[src/design/lnbr_pkg.sv]
package lnbr_pkg;
    // register addresses on the serial register port
    localparam logic [7:0] ADDR_STATUS = 8'h00;
    localparam logic [7:0] ADDR_CONFIG = 8'h05;
    // config field positions
    localparam int CFG_DIAG_A   = 0;
    localparam int CFG_OVL_LATCH = 3;
    localparam int CFG_DIAG_B   = 4;
    localparam int CFG_THERMAL_LATCH_POLICY    = 6;
    localparam int CFG_COMP     = 7;
    // writable bits mask: reserved 1, 2, 5 forced to zero
    localparam logic [7:0] CFG_WMASK = 8'hd9;
    // reset values
    localparam logic [7:0] CFG_RESET    = 8'h00;
    localparam logic [7:0] STATUS_RESET = 8'h00;
    localparam logic [3:0] OUTPUT_VOLTAGE_SELECT_RESET   = 4'h0;
    // pull-down overcurrent deglitch
    localparam int CLK_HZ         = 10_000_000;
    localparam int PDO_DEGLITCH_US = 10;
    localparam int PDO_DEGLITCH_CYC = (PDO_DEGLITCH_US * (CLK_HZ / 1_000_000) > 0) ?
                                      PDO_DEGLITCH_US * (CLK_HZ / 1_000_000) : 1;
    localparam int PDO_CNT_W = 8;
    // per-channel output state
    typedef enum logic [1:0] {
        LNBR_OUT_ON  = 2'b00,
        LNBR_OUT_OVL = 2'b01,
        LNBR_OUT_OFF = 2'b11
    } lnbr_out_e;
endpackage : lnbr_pkg

[src/design/lnbr_deglitch_if.sv]
interface lnbr_deglitch_if;
    // raw condition in, filtered flag out
    logic raw;
    logic flag;
    modport filt (input raw, output flag);
    modport user (output raw, input flag);
endinterface : lnbr_deglitch_if

[src/design/lnbr_deglitch.sv]
module lnbr_deglitch (
    // clock and reset
    input  wire logic    clk_i,
    input  wire logic    reset_n_i,
    // filter port
    lnbr_deglitch_if.filt dg
);
    import lnbr_pkg::*;

    logic [PDO_CNT_W-1:0] count;
    logic                 flag;
    wire                  done = (count == PDO_CNT_W'(PDO_DEGLITCH_CYC));

    // flag only after the raw condition has lasted the whole interval
    always_ff @(posedge clk_i) begin
        if (!reset_n_i || !dg.raw) begin
            count <= '0;
            flag  <= 1'b0;
        end else if (!done) begin
            count <= count + PDO_CNT_W'(1);
        end else begin
            flag <= 1'b1;
        end
    end

    assign dg.flag = flag;
endmodule : lnbr_deglitch

[src/design/lnbr_regs.sv]
// How it works
// - config register at 0x5, read and write
// - bits 0,4 enable low-current diagnostic A/B
// - latch mode: overload clears channel selection
// - auto mode: overload clear restores old selection
// - thermal latch: clear all selections, outputs off
// - thermal auto mode restores outputs by itself
// - bit 7 selects converter compensation
// - status register at 0x0, read only
// - status bits 0,1 overload A/B
// - status bits 2,3 undervoltage A/B
// - bits 4,5 pull-down overcurrent after deglitch
// - bit 6 overtemperature with hysteresis
// - bit 7 supply loss below threshold
// - status bits reset to zero
module lnbr_regs (
    // clock and reset
    input  wire logic       clk_i,
    input  wire logic       reset_n_i,
    // register port from the serial engine
    input  wire logic [7:0] reg_addr_i,
    input  wire logic [7:0] reg_wdata_i,
    input  wire logic       reg_wr_i,
    input  wire logic       reg_wr_done_i,
    input  wire logic       reg_rd_i,
    output logic [7:0]      reg_rdata_o,
    // output voltage select writes from the data registers
    input  wire logic [3:0] output_voltage_select_a_i,
    input  wire logic [3:0] output_voltage_select_b_i,
    input  wire logic       output_voltage_select_a_wr_i,
    input  wire logic       output_voltage_select_b_wr_i,
    // analogue comparator inputs
    input  wire logic       overload_a_i,
    input  wire logic       overload_b_i,
    input  wire logic       undervolt_a_i,
    input  wire logic       undervolt_b_i,
    input  wire logic       pulldown_oc_a_i,
    input  wire logic       pulldown_oc_b_i,
    input  wire logic       temp_hot_i,
    input  wire logic       temp_cool_i,
    input  wire logic       supply_low_i,
    // control outputs
    output logic [3:0]      output_voltage_select_a_o,
    output logic [3:0]      output_voltage_select_b_o,
    output logic            supply_enable_a_o,
    output logic            supply_enable_b_o,
    output logic            low_current_diag_enable_a_o,
    output logic            low_current_diag_enable_b_o,
    output logic            stepup_comp_ceramic_o
);
    import lnbr_pkg::*;

    logic [7:0] cfg;
    logic [7:0] staged;
    logic       staged_pend;
    logic       overtemperature_flag;
    logic [7:0] status;
    logic [3:0] output_voltage_select_a;
    logic [3:0] output_voltage_select_b;

    // pull-down overcurrent filters, one per channel
    lnbr_deglitch_if dg_a ();
    lnbr_deglitch_if dg_b ();
    assign dg_a.raw = pulldown_oc_a_i;
    assign dg_b.raw = pulldown_oc_b_i;
    lnbr_deglitch u_dg_a (.clk_i(clk_i), .reset_n_i(reset_n_i), .dg(dg_a));
    lnbr_deglitch u_dg_b (.clk_i(clk_i), .reset_n_i(reset_n_i), .dg(dg_b));

    // decode
    wire sel_cfg    = (reg_addr_i == ADDR_CONFIG);
    wire sel_status = (reg_addr_i == ADDR_STATUS);
    wire cfg_wr     = reg_wr_i && sel_cfg;

    // stage config data, apply when the transaction ends
    always_ff @(posedge clk_i) begin
        if (!reset_n_i) begin
            staged      <= CFG_RESET;
            staged_pend <= 1'b0;
        end else if (cfg_wr) begin
            staged      <= reg_wdata_i & CFG_WMASK;
            staged_pend <= 1'b1;
        end else if (reg_wr_done_i) begin
            staged_pend <= 1'b0;
        end
    end

    always_ff @(posedge clk_i) begin
        if (!reset_n_i)
            cfg <= CFG_RESET;
        else if (reg_wr_done_i && staged_pend)
            cfg <= staged;
    end

    // hysteresis: set above hot, clear only below cool
    always_ff @(posedge clk_i) begin
        if (!reset_n_i)
            overtemperature_flag <= 1'b0;
        else if (temp_hot_i)
            overtemperature_flag <= 1'b1;
        else if (temp_cool_i)
            overtemperature_flag <= 1'b0;
    end

    wire [7:0] next_status = {supply_low_i, overtemperature_flag, dg_b.flag, dg_a.flag,
                              undervolt_b_i, undervolt_a_i, overload_b_i, overload_a_i};

    always_ff @(posedge clk_i) begin
        if (!reset_n_i)
            status <= STATUS_RESET;
        else
            status <= next_status;
    end

    wire ovl_latch   = cfg[CFG_OVL_LATCH];
    wire thermal_latch_policy_latch = cfg[CFG_THERMAL_LATCH_POLICY];
    wire thermal_latch_policy_trip  = overtemperature_flag;

    // latch modes clear stored selection; trip beats host write
    wire clr_a = (ovl_latch && overload_a_i) || (thermal_latch_policy_latch && thermal_latch_policy_trip);
    wire clr_b = (ovl_latch && overload_b_i) || (thermal_latch_policy_latch && thermal_latch_policy_trip);

    // stored voltage selections
    always_ff @(posedge clk_i) begin
        if (!reset_n_i) begin
            output_voltage_select_a <= OUTPUT_VOLTAGE_SELECT_RESET;
            output_voltage_select_b <= OUTPUT_VOLTAGE_SELECT_RESET;
        end else begin
            if (clr_a)
                output_voltage_select_a <= OUTPUT_VOLTAGE_SELECT_RESET;
            else if (output_voltage_select_a_wr_i)
                output_voltage_select_a <= output_voltage_select_a_i;
            if (clr_b)
                output_voltage_select_b <= OUTPUT_VOLTAGE_SELECT_RESET;
            else if (output_voltage_select_b_wr_i)
                output_voltage_select_b <= output_voltage_select_b_i;
        end
    end

    // per-channel overload recovery, index 0 is channel A, 1 is channel B
    wire [1:0] ovl_now = {overload_b_i, overload_a_i};
    wire [1:0] sel_wr  = {output_voltage_select_b_wr_i, output_voltage_select_a_wr_i};
    wire [1:0] sel_clr = {clr_b, clr_a};
    wire [1:0] chan_on;

    // each channel recovers on its own
    for (genvar ch = 0; ch < 2; ch++) begin : g_chan
        lnbr_out_e state;
        lnbr_out_e next_state;

        // next state; a rewrite during the fault is lost, so stay off
        always_comb begin
            next_state = state;
            case (state)
                LNBR_OUT_ON: begin
                    if (ovl_now[ch])
                        next_state = ovl_latch ? LNBR_OUT_OFF : LNBR_OUT_OVL;
                end
                LNBR_OUT_OVL: begin
                    if (!ovl_now[ch])
                        next_state = LNBR_OUT_ON;
                    else if (ovl_latch)
                        next_state = LNBR_OUT_OFF;
                end
                // latched off until a selection lands, or until auto mode sees no overload
                LNBR_OUT_OFF: begin
                    if (sel_wr[ch] && !sel_clr[ch])
                        next_state = LNBR_OUT_ON;
                    else if (!ovl_latch && !ovl_now[ch])
                        next_state = LNBR_OUT_ON;
                end
                default: begin
                    next_state = LNBR_OUT_ON;
                end
            endcase
        end

        // state register
        always_ff @(posedge clk_i) begin
            if (!reset_n_i)
                state <= LNBR_OUT_ON;
            else
                state <= next_state;
        end

        // overload state stays armed; the live overload term gates it
        assign chan_on[ch] = (state != LNBR_OUT_OFF);
    end : g_chan

    // a zero selection means the output is off
    wire output_voltage_select_a_set = (output_voltage_select_a != OUTPUT_VOLTAGE_SELECT_RESET);
    wire output_voltage_select_b_set = (output_voltage_select_b != OUTPUT_VOLTAGE_SELECT_RESET);

    // auto modes keep selection, enable returns when fault clears
    assign supply_enable_a_o = chan_on[0] && !overload_a_i && !thermal_latch_policy_trip && output_voltage_select_a_set;
    assign supply_enable_b_o = chan_on[1] && !overload_b_i && !thermal_latch_policy_trip && output_voltage_select_b_set;
    assign output_voltage_select_a_o = output_voltage_select_a;
    assign output_voltage_select_b_o = output_voltage_select_b;

    assign low_current_diag_enable_a_o = cfg[CFG_DIAG_A];
    assign low_current_diag_enable_b_o = cfg[CFG_DIAG_B];
    assign stepup_comp_ceramic_o = cfg[CFG_COMP];

    // read mux, status read only; unmapped reads zero
    wire [7:0] rd_mux = sel_status ? status : (sel_cfg ? cfg : 8'h00);

    // registered read data
    always_ff @(posedge clk_i) begin
        if (!reset_n_i)
            reg_rdata_o <= 8'h00;
        else if (reg_rd_i)
            reg_rdata_o <= rd_mux;
    end
endmodule : lnbr_regs

[config.mk]
export PLATFORM = sky130hd
export DESIGN_NAME = lnbr_regs
export DESIGN_NICKNAME = d
export VERILOG_FILES = /design/src/design/lnbr_pkg.sv /design/src/design/lnbr_deglitch_if.sv /design/src/design/lnbr_deglitch.sv /design/src/design/lnbr_regs.sv
export SDC_FILE = /design/constraint.sdc
export NUM_CORES = 1
export LEC_CHECK = 0
export BUFFER_PORTS_ARGS = -buffer_cell sky130_fd_sc_hd__buf_2
export CAP_MARGIN = 10
export CORE_MARGIN = 3
export CORE_UTILIZATION = 40
export DETAILED_ROUTE_END_ITERATION = 12
export PLACE_DENSITY = 0.64
export REMOVE_ABC_BUFFERS = 1
export SYNTH_ARGS = -nofsm -noshare
export SYNTH_HDL_FRONTEND = slang
export SYNTH_SLANG_ARGS = --single-unit
[constraint.sdc]
create_clock -name clk_i -period 2.7 [get_ports clk_i]
set_input_delay 0 -clock clk_i [delete_from_list [all_inputs] [get_ports clk_i]]
set_output_delay 0 -clock clk_i [all_outputs]
set_load 0.01 [all_outputs]
==> results of run 1 <==
==> power by group through the flow <==
stage          sequential, mW  combinational [mW]  clock (mW)
2_1_floorplan           0.907              0.0464           0
3_3_place_gp            0.907               0.110           0
3_5_place_dp            0.908               0.112           0
4_1_cts                 0.889               0.137       0.696
5_1_grt                 0.891               0.153       0.730
6_report                0.889               0.136       0.665
==> cell usage in the layout, fill, tap and decap left out, drive strengths merged, types with 5 or more instances in the layout <==
master / n
o31ai: 7
nand3: 24
buf: 58
clkbuf: 13
xor2: 5
o21ai: 9
o31a: 5
a21oi: 18
a21boi: 7
a22oi: 5
mux2i: 14
inv: 6
nand3b: 8
dlygate4sd3: 22
nand2: 34
dfxtp: 58
nor2: 15
or3: 5
nor3: 5
and2: 9
==> state kept, by name, summed over array words and instances, names as in the netlist <==
register / flops
reg_rdata_o: 8
u_dg_b.dg.flag: 1
overtemperature_flag: 1
u_dg_b.count: 8
u_dg_a.dg.flag: 1
u_dg_a.count: 8
status: 8
g_chan.state: 4
output_voltage_select_b_o: 4
output_voltage_select_a_o: 4
staged: 5
cfg: 5
staged_pend: 1
==> area by class of cell <==
| cell class | count | share of cell area |
|---|---|---|
| clock inverter | 3 | 0.004728 |
| sequential | 58 | 0.3656 |
| clock buffer | 13 | 0.04689 |
| inverter | 6 | 0.007092 |
| timing repair buffer | 80 | 0.1615 |
| tap | 72 | 0.02837 |
| multi-input combinational | 196 | 0.3857 |
==> metal layers <==
| layer | wire (um) | vias up |
|---|---|---|
| met5 | 0 | - |
| met4 | 44 | 0 |
| met2 | 2404 | 51 |
| met1 | 2504 | 975 |
| met3 | 306 | 4 |
| li1 | - | 1136 |
==> worst reg2reg max path, delay by kind of cell, from the launching register on <==
| family | cells | cell delay [ns] |
|---|---|---|
| muxes | 1 | 0.22 |
| buffers and inverters | 1 | 0.08 |
| adders and majority gates | 1 | 0.15 |
| and+or+nand+nor | 2 | 0.55 |
| DFF | 1 | 0.37 |
==> worst max path at each step <==
stage / from / to / slack, ns / depth (start not counted)
5_1_grt: u_dg_a.count[0] / u_dg_a.count[1] / 1.12 / 5
4_1_cts: u_dg_a.count[0] / u_dg_a.count[1] / 1.26 / 5
2_1_floorplan: u_dg_a.count[2] / u_dg_a.count[7] / 1.41 / 3
6_report: u_dg_a.count[0] / u_dg_a.count[1] / 1.27 / 5
3_5_place_dp: u_dg_a.count[0] / u_dg_a.count[1] / 1.28 / 5
3_3_place_gp: u_dg_a.count[0] / u_dg_a.count[1] / 1.29 / 5
==> repair_timing <==
| item | 4_1_cts | 5_1_grt |
|---|---|---|
| buffers inserted | 0 | 0 |
| hold buffers | 22 | 0 |
| endpoints found under the hold margin | 21 | 0 |
==> per-stage QoR <==
step / util / std cells
after floorplan: - / 260
after global placement: 0.4889 / 390
after detailed placement: 0.4889 / 390
after CTS: 0.5562 / 428
after global routing: 0.5562 / 428
final: 0.5562 / 428
==> kinds of logic (layout without fill, tap and decap cells) <==
logic type	Yosys count	in the layout	synth area share
XOR/XNOR	5	5	0.01786
adder cells (fa/ha/maj)	4	4	0.02041
multiplexers	14	14	0.05714
AND/OR/NAND/NOR	114	114	0.2434
buffers and inverters	17	102	0.02704
AO/OA/AOI/OAI	59	59	0.1607
flip-flops	58	58	0.4735
==> run summary, run 1 <==
Status
- outcome: completed

Final layout
- antenna fix cells: 0
- layout net count: 395
- total area of multi-input combinational cells: 1225 um2
- area taken by flip-flops and latches: 1161 um2
- Filler Cell Count: 548
- fraction of layout instances using a drive strength above 1: 0.2247
- design area: 3176 um2
- area added between synthesis and finish: 29.49%

Global routing
- overall overflow remaining after global route: 0
- overall routing resource usage: 0.1547
- met2 Track Usage GR: 0.2425
- highest-utilization routing layer at the global route stage: met2
- initial antenna violation count: 0
- met3 usage in global routing: 0.05103
- grt met1 use: 0.1980
- first-pass GRT wire length: 9059 um
- vias in the first global route: 2087
- pin count of the biggest net entering global routing: 34

Synthesis
- Yosys reg bits: 58
- Synth top area share: 0.4735
- portion of the post-synthesis area used by sequential elements: 0.4735
- leading post-synthesis cells by instance count: dfxtp_1, nand2_1, nand3_1
- synthesized cell area: 2452 um2
- Synth area leader: dfxtp_1
- Synth async-reset ratio: 0
- main area contributors after synthesis: dfxtp_1, mux2i_1, nand2_1
- Post-synth EDFFs: 0
- synthesized area per cell: 9.049 um2
- count of yosys warnings during synthesis: 0
- most used flip-flop cell after synthesis: dfxtp_1
- distinct cell type count of the synthesized netlist: 39
- leading cell type by number of instances after synthesis: dfxtp_1
- post-synthesis instance total: 271

Route
- # DRC: 0
- detailed-route via count: 2166
- mean routed wirelength per cell: 12.29 um
- antenna-violating nets left: 0
- wire length reported by the detailed router: 5260 um
- vias per cell: 5.061
- Pre-Repair DR Iteration Count: 4
- count of routing violations after the opening detailed-route iteration: 63

STA
- unrepaired setup endpoints after global routing: no
- least setup slack across all paths after layout: 1.273 ns
- Setup Total Neg Slack: 0 ns
- number of setup violations in the final report: 0
- max-slew headroom at the worst pin: 0.6408
- highest clock frequency the design can meet: 0.7006 GHz
- worst setup skew after layout: 0.005661 ns
- Final period util: 0.5286
- Worst-Margin Slew: 0.5346 ns
- min Tclk post-route: 1.427 ns
- number of hold violations in the final report: 0
- final-layout worst hold slack: 0.02522 ns
- number of max-slew violations in the final report: 0

Setup path
- CP delay by family, top: simple AND/OR/NAND/NOR gates
- combined buffer and inverter count along the critical path: 1
- signal arrival time at the worst endpoint: 1.68 ns
- largest fanout of any net on the critical path: 7
- largest incremental delay on the critical path: 0.37 ns
- standard cell with the maximum stage delay on the critical path: dfxtp_1
- crit-path cells: inv_1, ha_1, nand4b_1, nor3_2, mux2i_1
- Critical Setup Path Class: register to register
- critical path capture point type: register
- nature of the critical path startpoint: register
- worst reg2reg path depth: 5
- endpoint required time on the critical path: 2.95 ns
- source of the worst register-to-register timing path: u_dg_a.count[0]
- worst reg2reg endpoint: u_dg_a.count[1]
- flop2flop setup slack: 1.27 ns

Pwr
- Max IR drop VDD: 0.2879 mV
- clock network fraction of total power: 0.393
- leakage power figure: 1.268 nW
- combinational share of power: 0.081
- proportion of power drawn by flip-flops and latches: 0.526
- total power: 1.690 mW
- Sw Pwr: 0.3892 mW
- Internal Dissipation: 1.301 mW
- switching share of power: 0.2303
- areal power density over the cells: 532.1 nW/um2

Placed design
- pre-CTS setup slack: 1.277 ns
- quantity of I/O buffers inserted on ports: 57
- final estimated routing congestion in global placement: 0.7389
- placed cell areas: 2791 um2
- DP Wirelength: 3632 um

Floorplanning
- Die ar.: 7106 um2
- core footprint: 5709 um2
- starting utilization of the core area: 0.4295
- Vert. Die Dim: 84.30 um
- boundary pin count: 61
- die width: 84.30 um
- Std-Cell Rows: 27

Clocking
- clock-pin slew on the worst setup and hold paths: 0.06 ns
- maximum level of the CTS H-tree: 3
- root buffer cell: clkbuf_8
- Longest Clk Path Bufs: 2
- clock tree from TritonCTS: built
- clock network latency to the later pin of the worst-skew pair: 0.32 ns
- Num Clock Sinks: 58
- number of resized instances in the post-cts repair step: 0
- number of buffers added by the clock tree synthesis step: 9

Min path
- hold worst-path end: reg_rdata_o[2]
- worst min path class: input pin to register
- hold path startpoint: reg_rd_i
- worst hold stages: 3

Job
- max_cap viols: 0

(Power assumes the default switching activity.)
==> run 2: changes to the inputs <==
- PLACE_DENSITY: 0.64 -> 0.66
- clock period: 2.7 -> 1.2 ns (I/O delays scaled with it)
==> run 2 against run 1 <==
  * Critical path depth increased by 1
  * Wire length is 14% higher
  * Largest power group unchanged
  * Non-clock buffer count rose by 31
  * Critical path type unchanged
  * Sequential share of layout area shrank 4.2 points
  * Register-to-register slack worse by 1.4 ns
  * The run now ends with negative setup slack left
==> run summary, run 2 (same netlist as run 1, synthesis figures left out) <==
Status
- outcome: complete, but fails checks
- violations in the final reports: negative setup slack

Clocking
- clock network latency to the later pin of the worst-skew pair: 0.33 ns
- clock tree from TritonCTS: built
- clock-pin slew on the worst setup and hold paths: 0.07 ns
- root buffer cell: clkbuf_8
- Longest Clk Path Bufs: 2
- maximum level of the CTS H-tree: 3
- Num Clock Sinks: 58
- number of buffers added by the clock tree synthesis step: 9

Route
- Pre-Repair DR Iteration Count: 5
- wire length reported by the detailed router: 5974 um
- antenna-violating nets left: 0
- mean routed wirelength per cell: 13.02 um
- # DRC: 0
- detailed-route via count: 2359
- vias per cell: 5.139
- count of routing violations after the opening detailed-route iteration: 106

STA
- least setup slack across all paths after layout: -0.1100 ns
- unrepaired setup endpoints after global routing: yes
- worst setup skew after layout: 0.003739 ns
- number of max-slew violations in the final report: 0
- min Tclk post-route: 1.310 ns
- Worst-Margin Slew: 0.4462 ns
- Final period util: 1.092
- max-slew headroom at the worst pin: 0.7015
- number of setup violations in the final report: 6
- highest clock frequency the design can meet: 0.7633 GHz
- Setup Total Neg Slack: -0.2976 ns
- number of hold violations in the final report: 0

Placed design
- quantity of I/O buffers inserted on ports: 57
- DP Wirelength: 3950 um
- final estimated routing congestion in global placement: 0.8347
- Cell Count Post-Placement: 415

Floorplanning
- boundary pin count: 61
- core footprint: 5709 um2
- starting utilization of the core area: 0.4295
- Std-Cell Rows: 27
- die width: 84.30 um
- Vert. Die Dim: 84.30 um
- Die ar.: 7106 um2

Pwr
- Max IR drop VDD: 1.359 mV
- total power: 4.320 mW
- leakage power figure: 1.472 nW
- areal power density over the cells: 1177 nW/um2

Global routing
- initial antenna violation count: 0
- overall routing resource usage: 0.1727
- first-pass GRT wire length: 10160 um
- overall overflow remaining after global route: 0
- vias in the first global route: 2283
- pin count of the biggest net entering global routing: 19

Final layout
- most used cells in the layout excluding fill and tap cells: buf_2, dfxtp_1, nand2_1, buf_4, dlygate4sd3_1
- area added between synthesis and finish: 49.64%
- antenna fix cells: 0
- fraction of layout instances using a drive strength above 1: 0.3979
- layout net count: 426
- most common cell after layout, fill and taps aside: buf_2
- final cell count without fillers: 459

Setup path
- worst reg2reg path depth: 6
- critical path capture point type: register
- CP startpoint: u_dg_a.count[0]
- source of the worst register-to-register timing path: u_dg_a.count[0]
- largest fanout of any net on the critical path: 4
- signal arrival time at the worst endpoint: 1.55 ns
- Critical Setup Path Class: register to register
- nature of the critical path startpoint: register
- endpoint required time on the critical path: 1.44 ns

Min path
- worst min path class: input pin to register
- worst hold stages: 4
- hold path startpoint: reg_addr_i[3]

Job
- max_cap viols: 0

-- run 2: changes by cell type in the layout (fill, tap and decap cells not counted), moves of 4 or more --
cell | previous run | this run
inv_2 | 0 | 4
inv_1 | 6 | 2
dfxtp_1 | 58 | 40
buf_4 | 1 | 29
ha_1 | 4 | 0
dfxtp_2 | 0 | 16
-- run 2: what timing repair did --
item                       4_1_cts  5_1_grt
buffers inserted                 6        0
setup endpoints to repair       17       22
gates resized for setup         35       24
hold endpoints to repair        26        0
hold buffers                    23        0
pin swaps                       11        9
-- run 2: through the flow --
| stage | cell area [um2] | hold WS (ns) | setup WS, ns | util |
|---|---|---|---|---|
| finish | 3670 | 0.04607 | -0.1100 | 0.6428 |
| detailed placement | 2979 | 0.2113 | -0.1304 | 0.5218 |
| floorplan | 2409 | 0.07460 | -0.09391 | - |
| CTS | 3585 | 0.02794 | -0.08860 | 0.6279 |
| global placement | 2979 | 0.2079 | -0.06034 | 0.5218 |
| global route | 3670 | 0.06234 | -0.1887 | 0.6428 |
-- run 2: worst max-delay path, cell delays in order (launching register included) --
cell,delay (ns)
dfxtp_2,0.34
inv_2,0.07
ha_4,0.11
nand4b_1,0.15
nor3_2,0.22
buf_4,0.15
mux2i_1,0.19
-- run 2: worst paths after layout --
check / end / slack, ns
setup / recovery: u_dg_a.count[1] / -0.11
hold / removal: reg_rdata_o[5] / 0.05
setup reg to reg: u_dg_a.count[1] / -0.11
hold reg to reg: staged[6] / 0.46
-- run 2: metal layers --
layer	up-vias	wire, um	global-route usage
li1	1195	-	-
met1	1095	2580	0.2030
met2	67	3016	0.2970
met3	2	352	0.05790
met4	0	25	0.05263
met5	-	0	0
-- run 2: final cells by class --
type | count | area, um2
Fill cell | 471 | 2039
Sequential cell | 58 | 1189
Inverter | 6 | 22.52
Clock buffer | 13 | 178.9
Timing Repair Buffer | 111 | 755.7
Tap cell | 72 | 90.09
Clock inverter | 3 | 45.04
Multi-Input combinational cell | 196 | 1389
-- run 2: where the power goes --
part,internal (mW),switching (mW),leakage [nW]
clock,1.19,0.740,0.108
sequential,1.97,0.0449,0.480
combinational,0.213,0.171,0.884
total,3.36,0.956,1.47
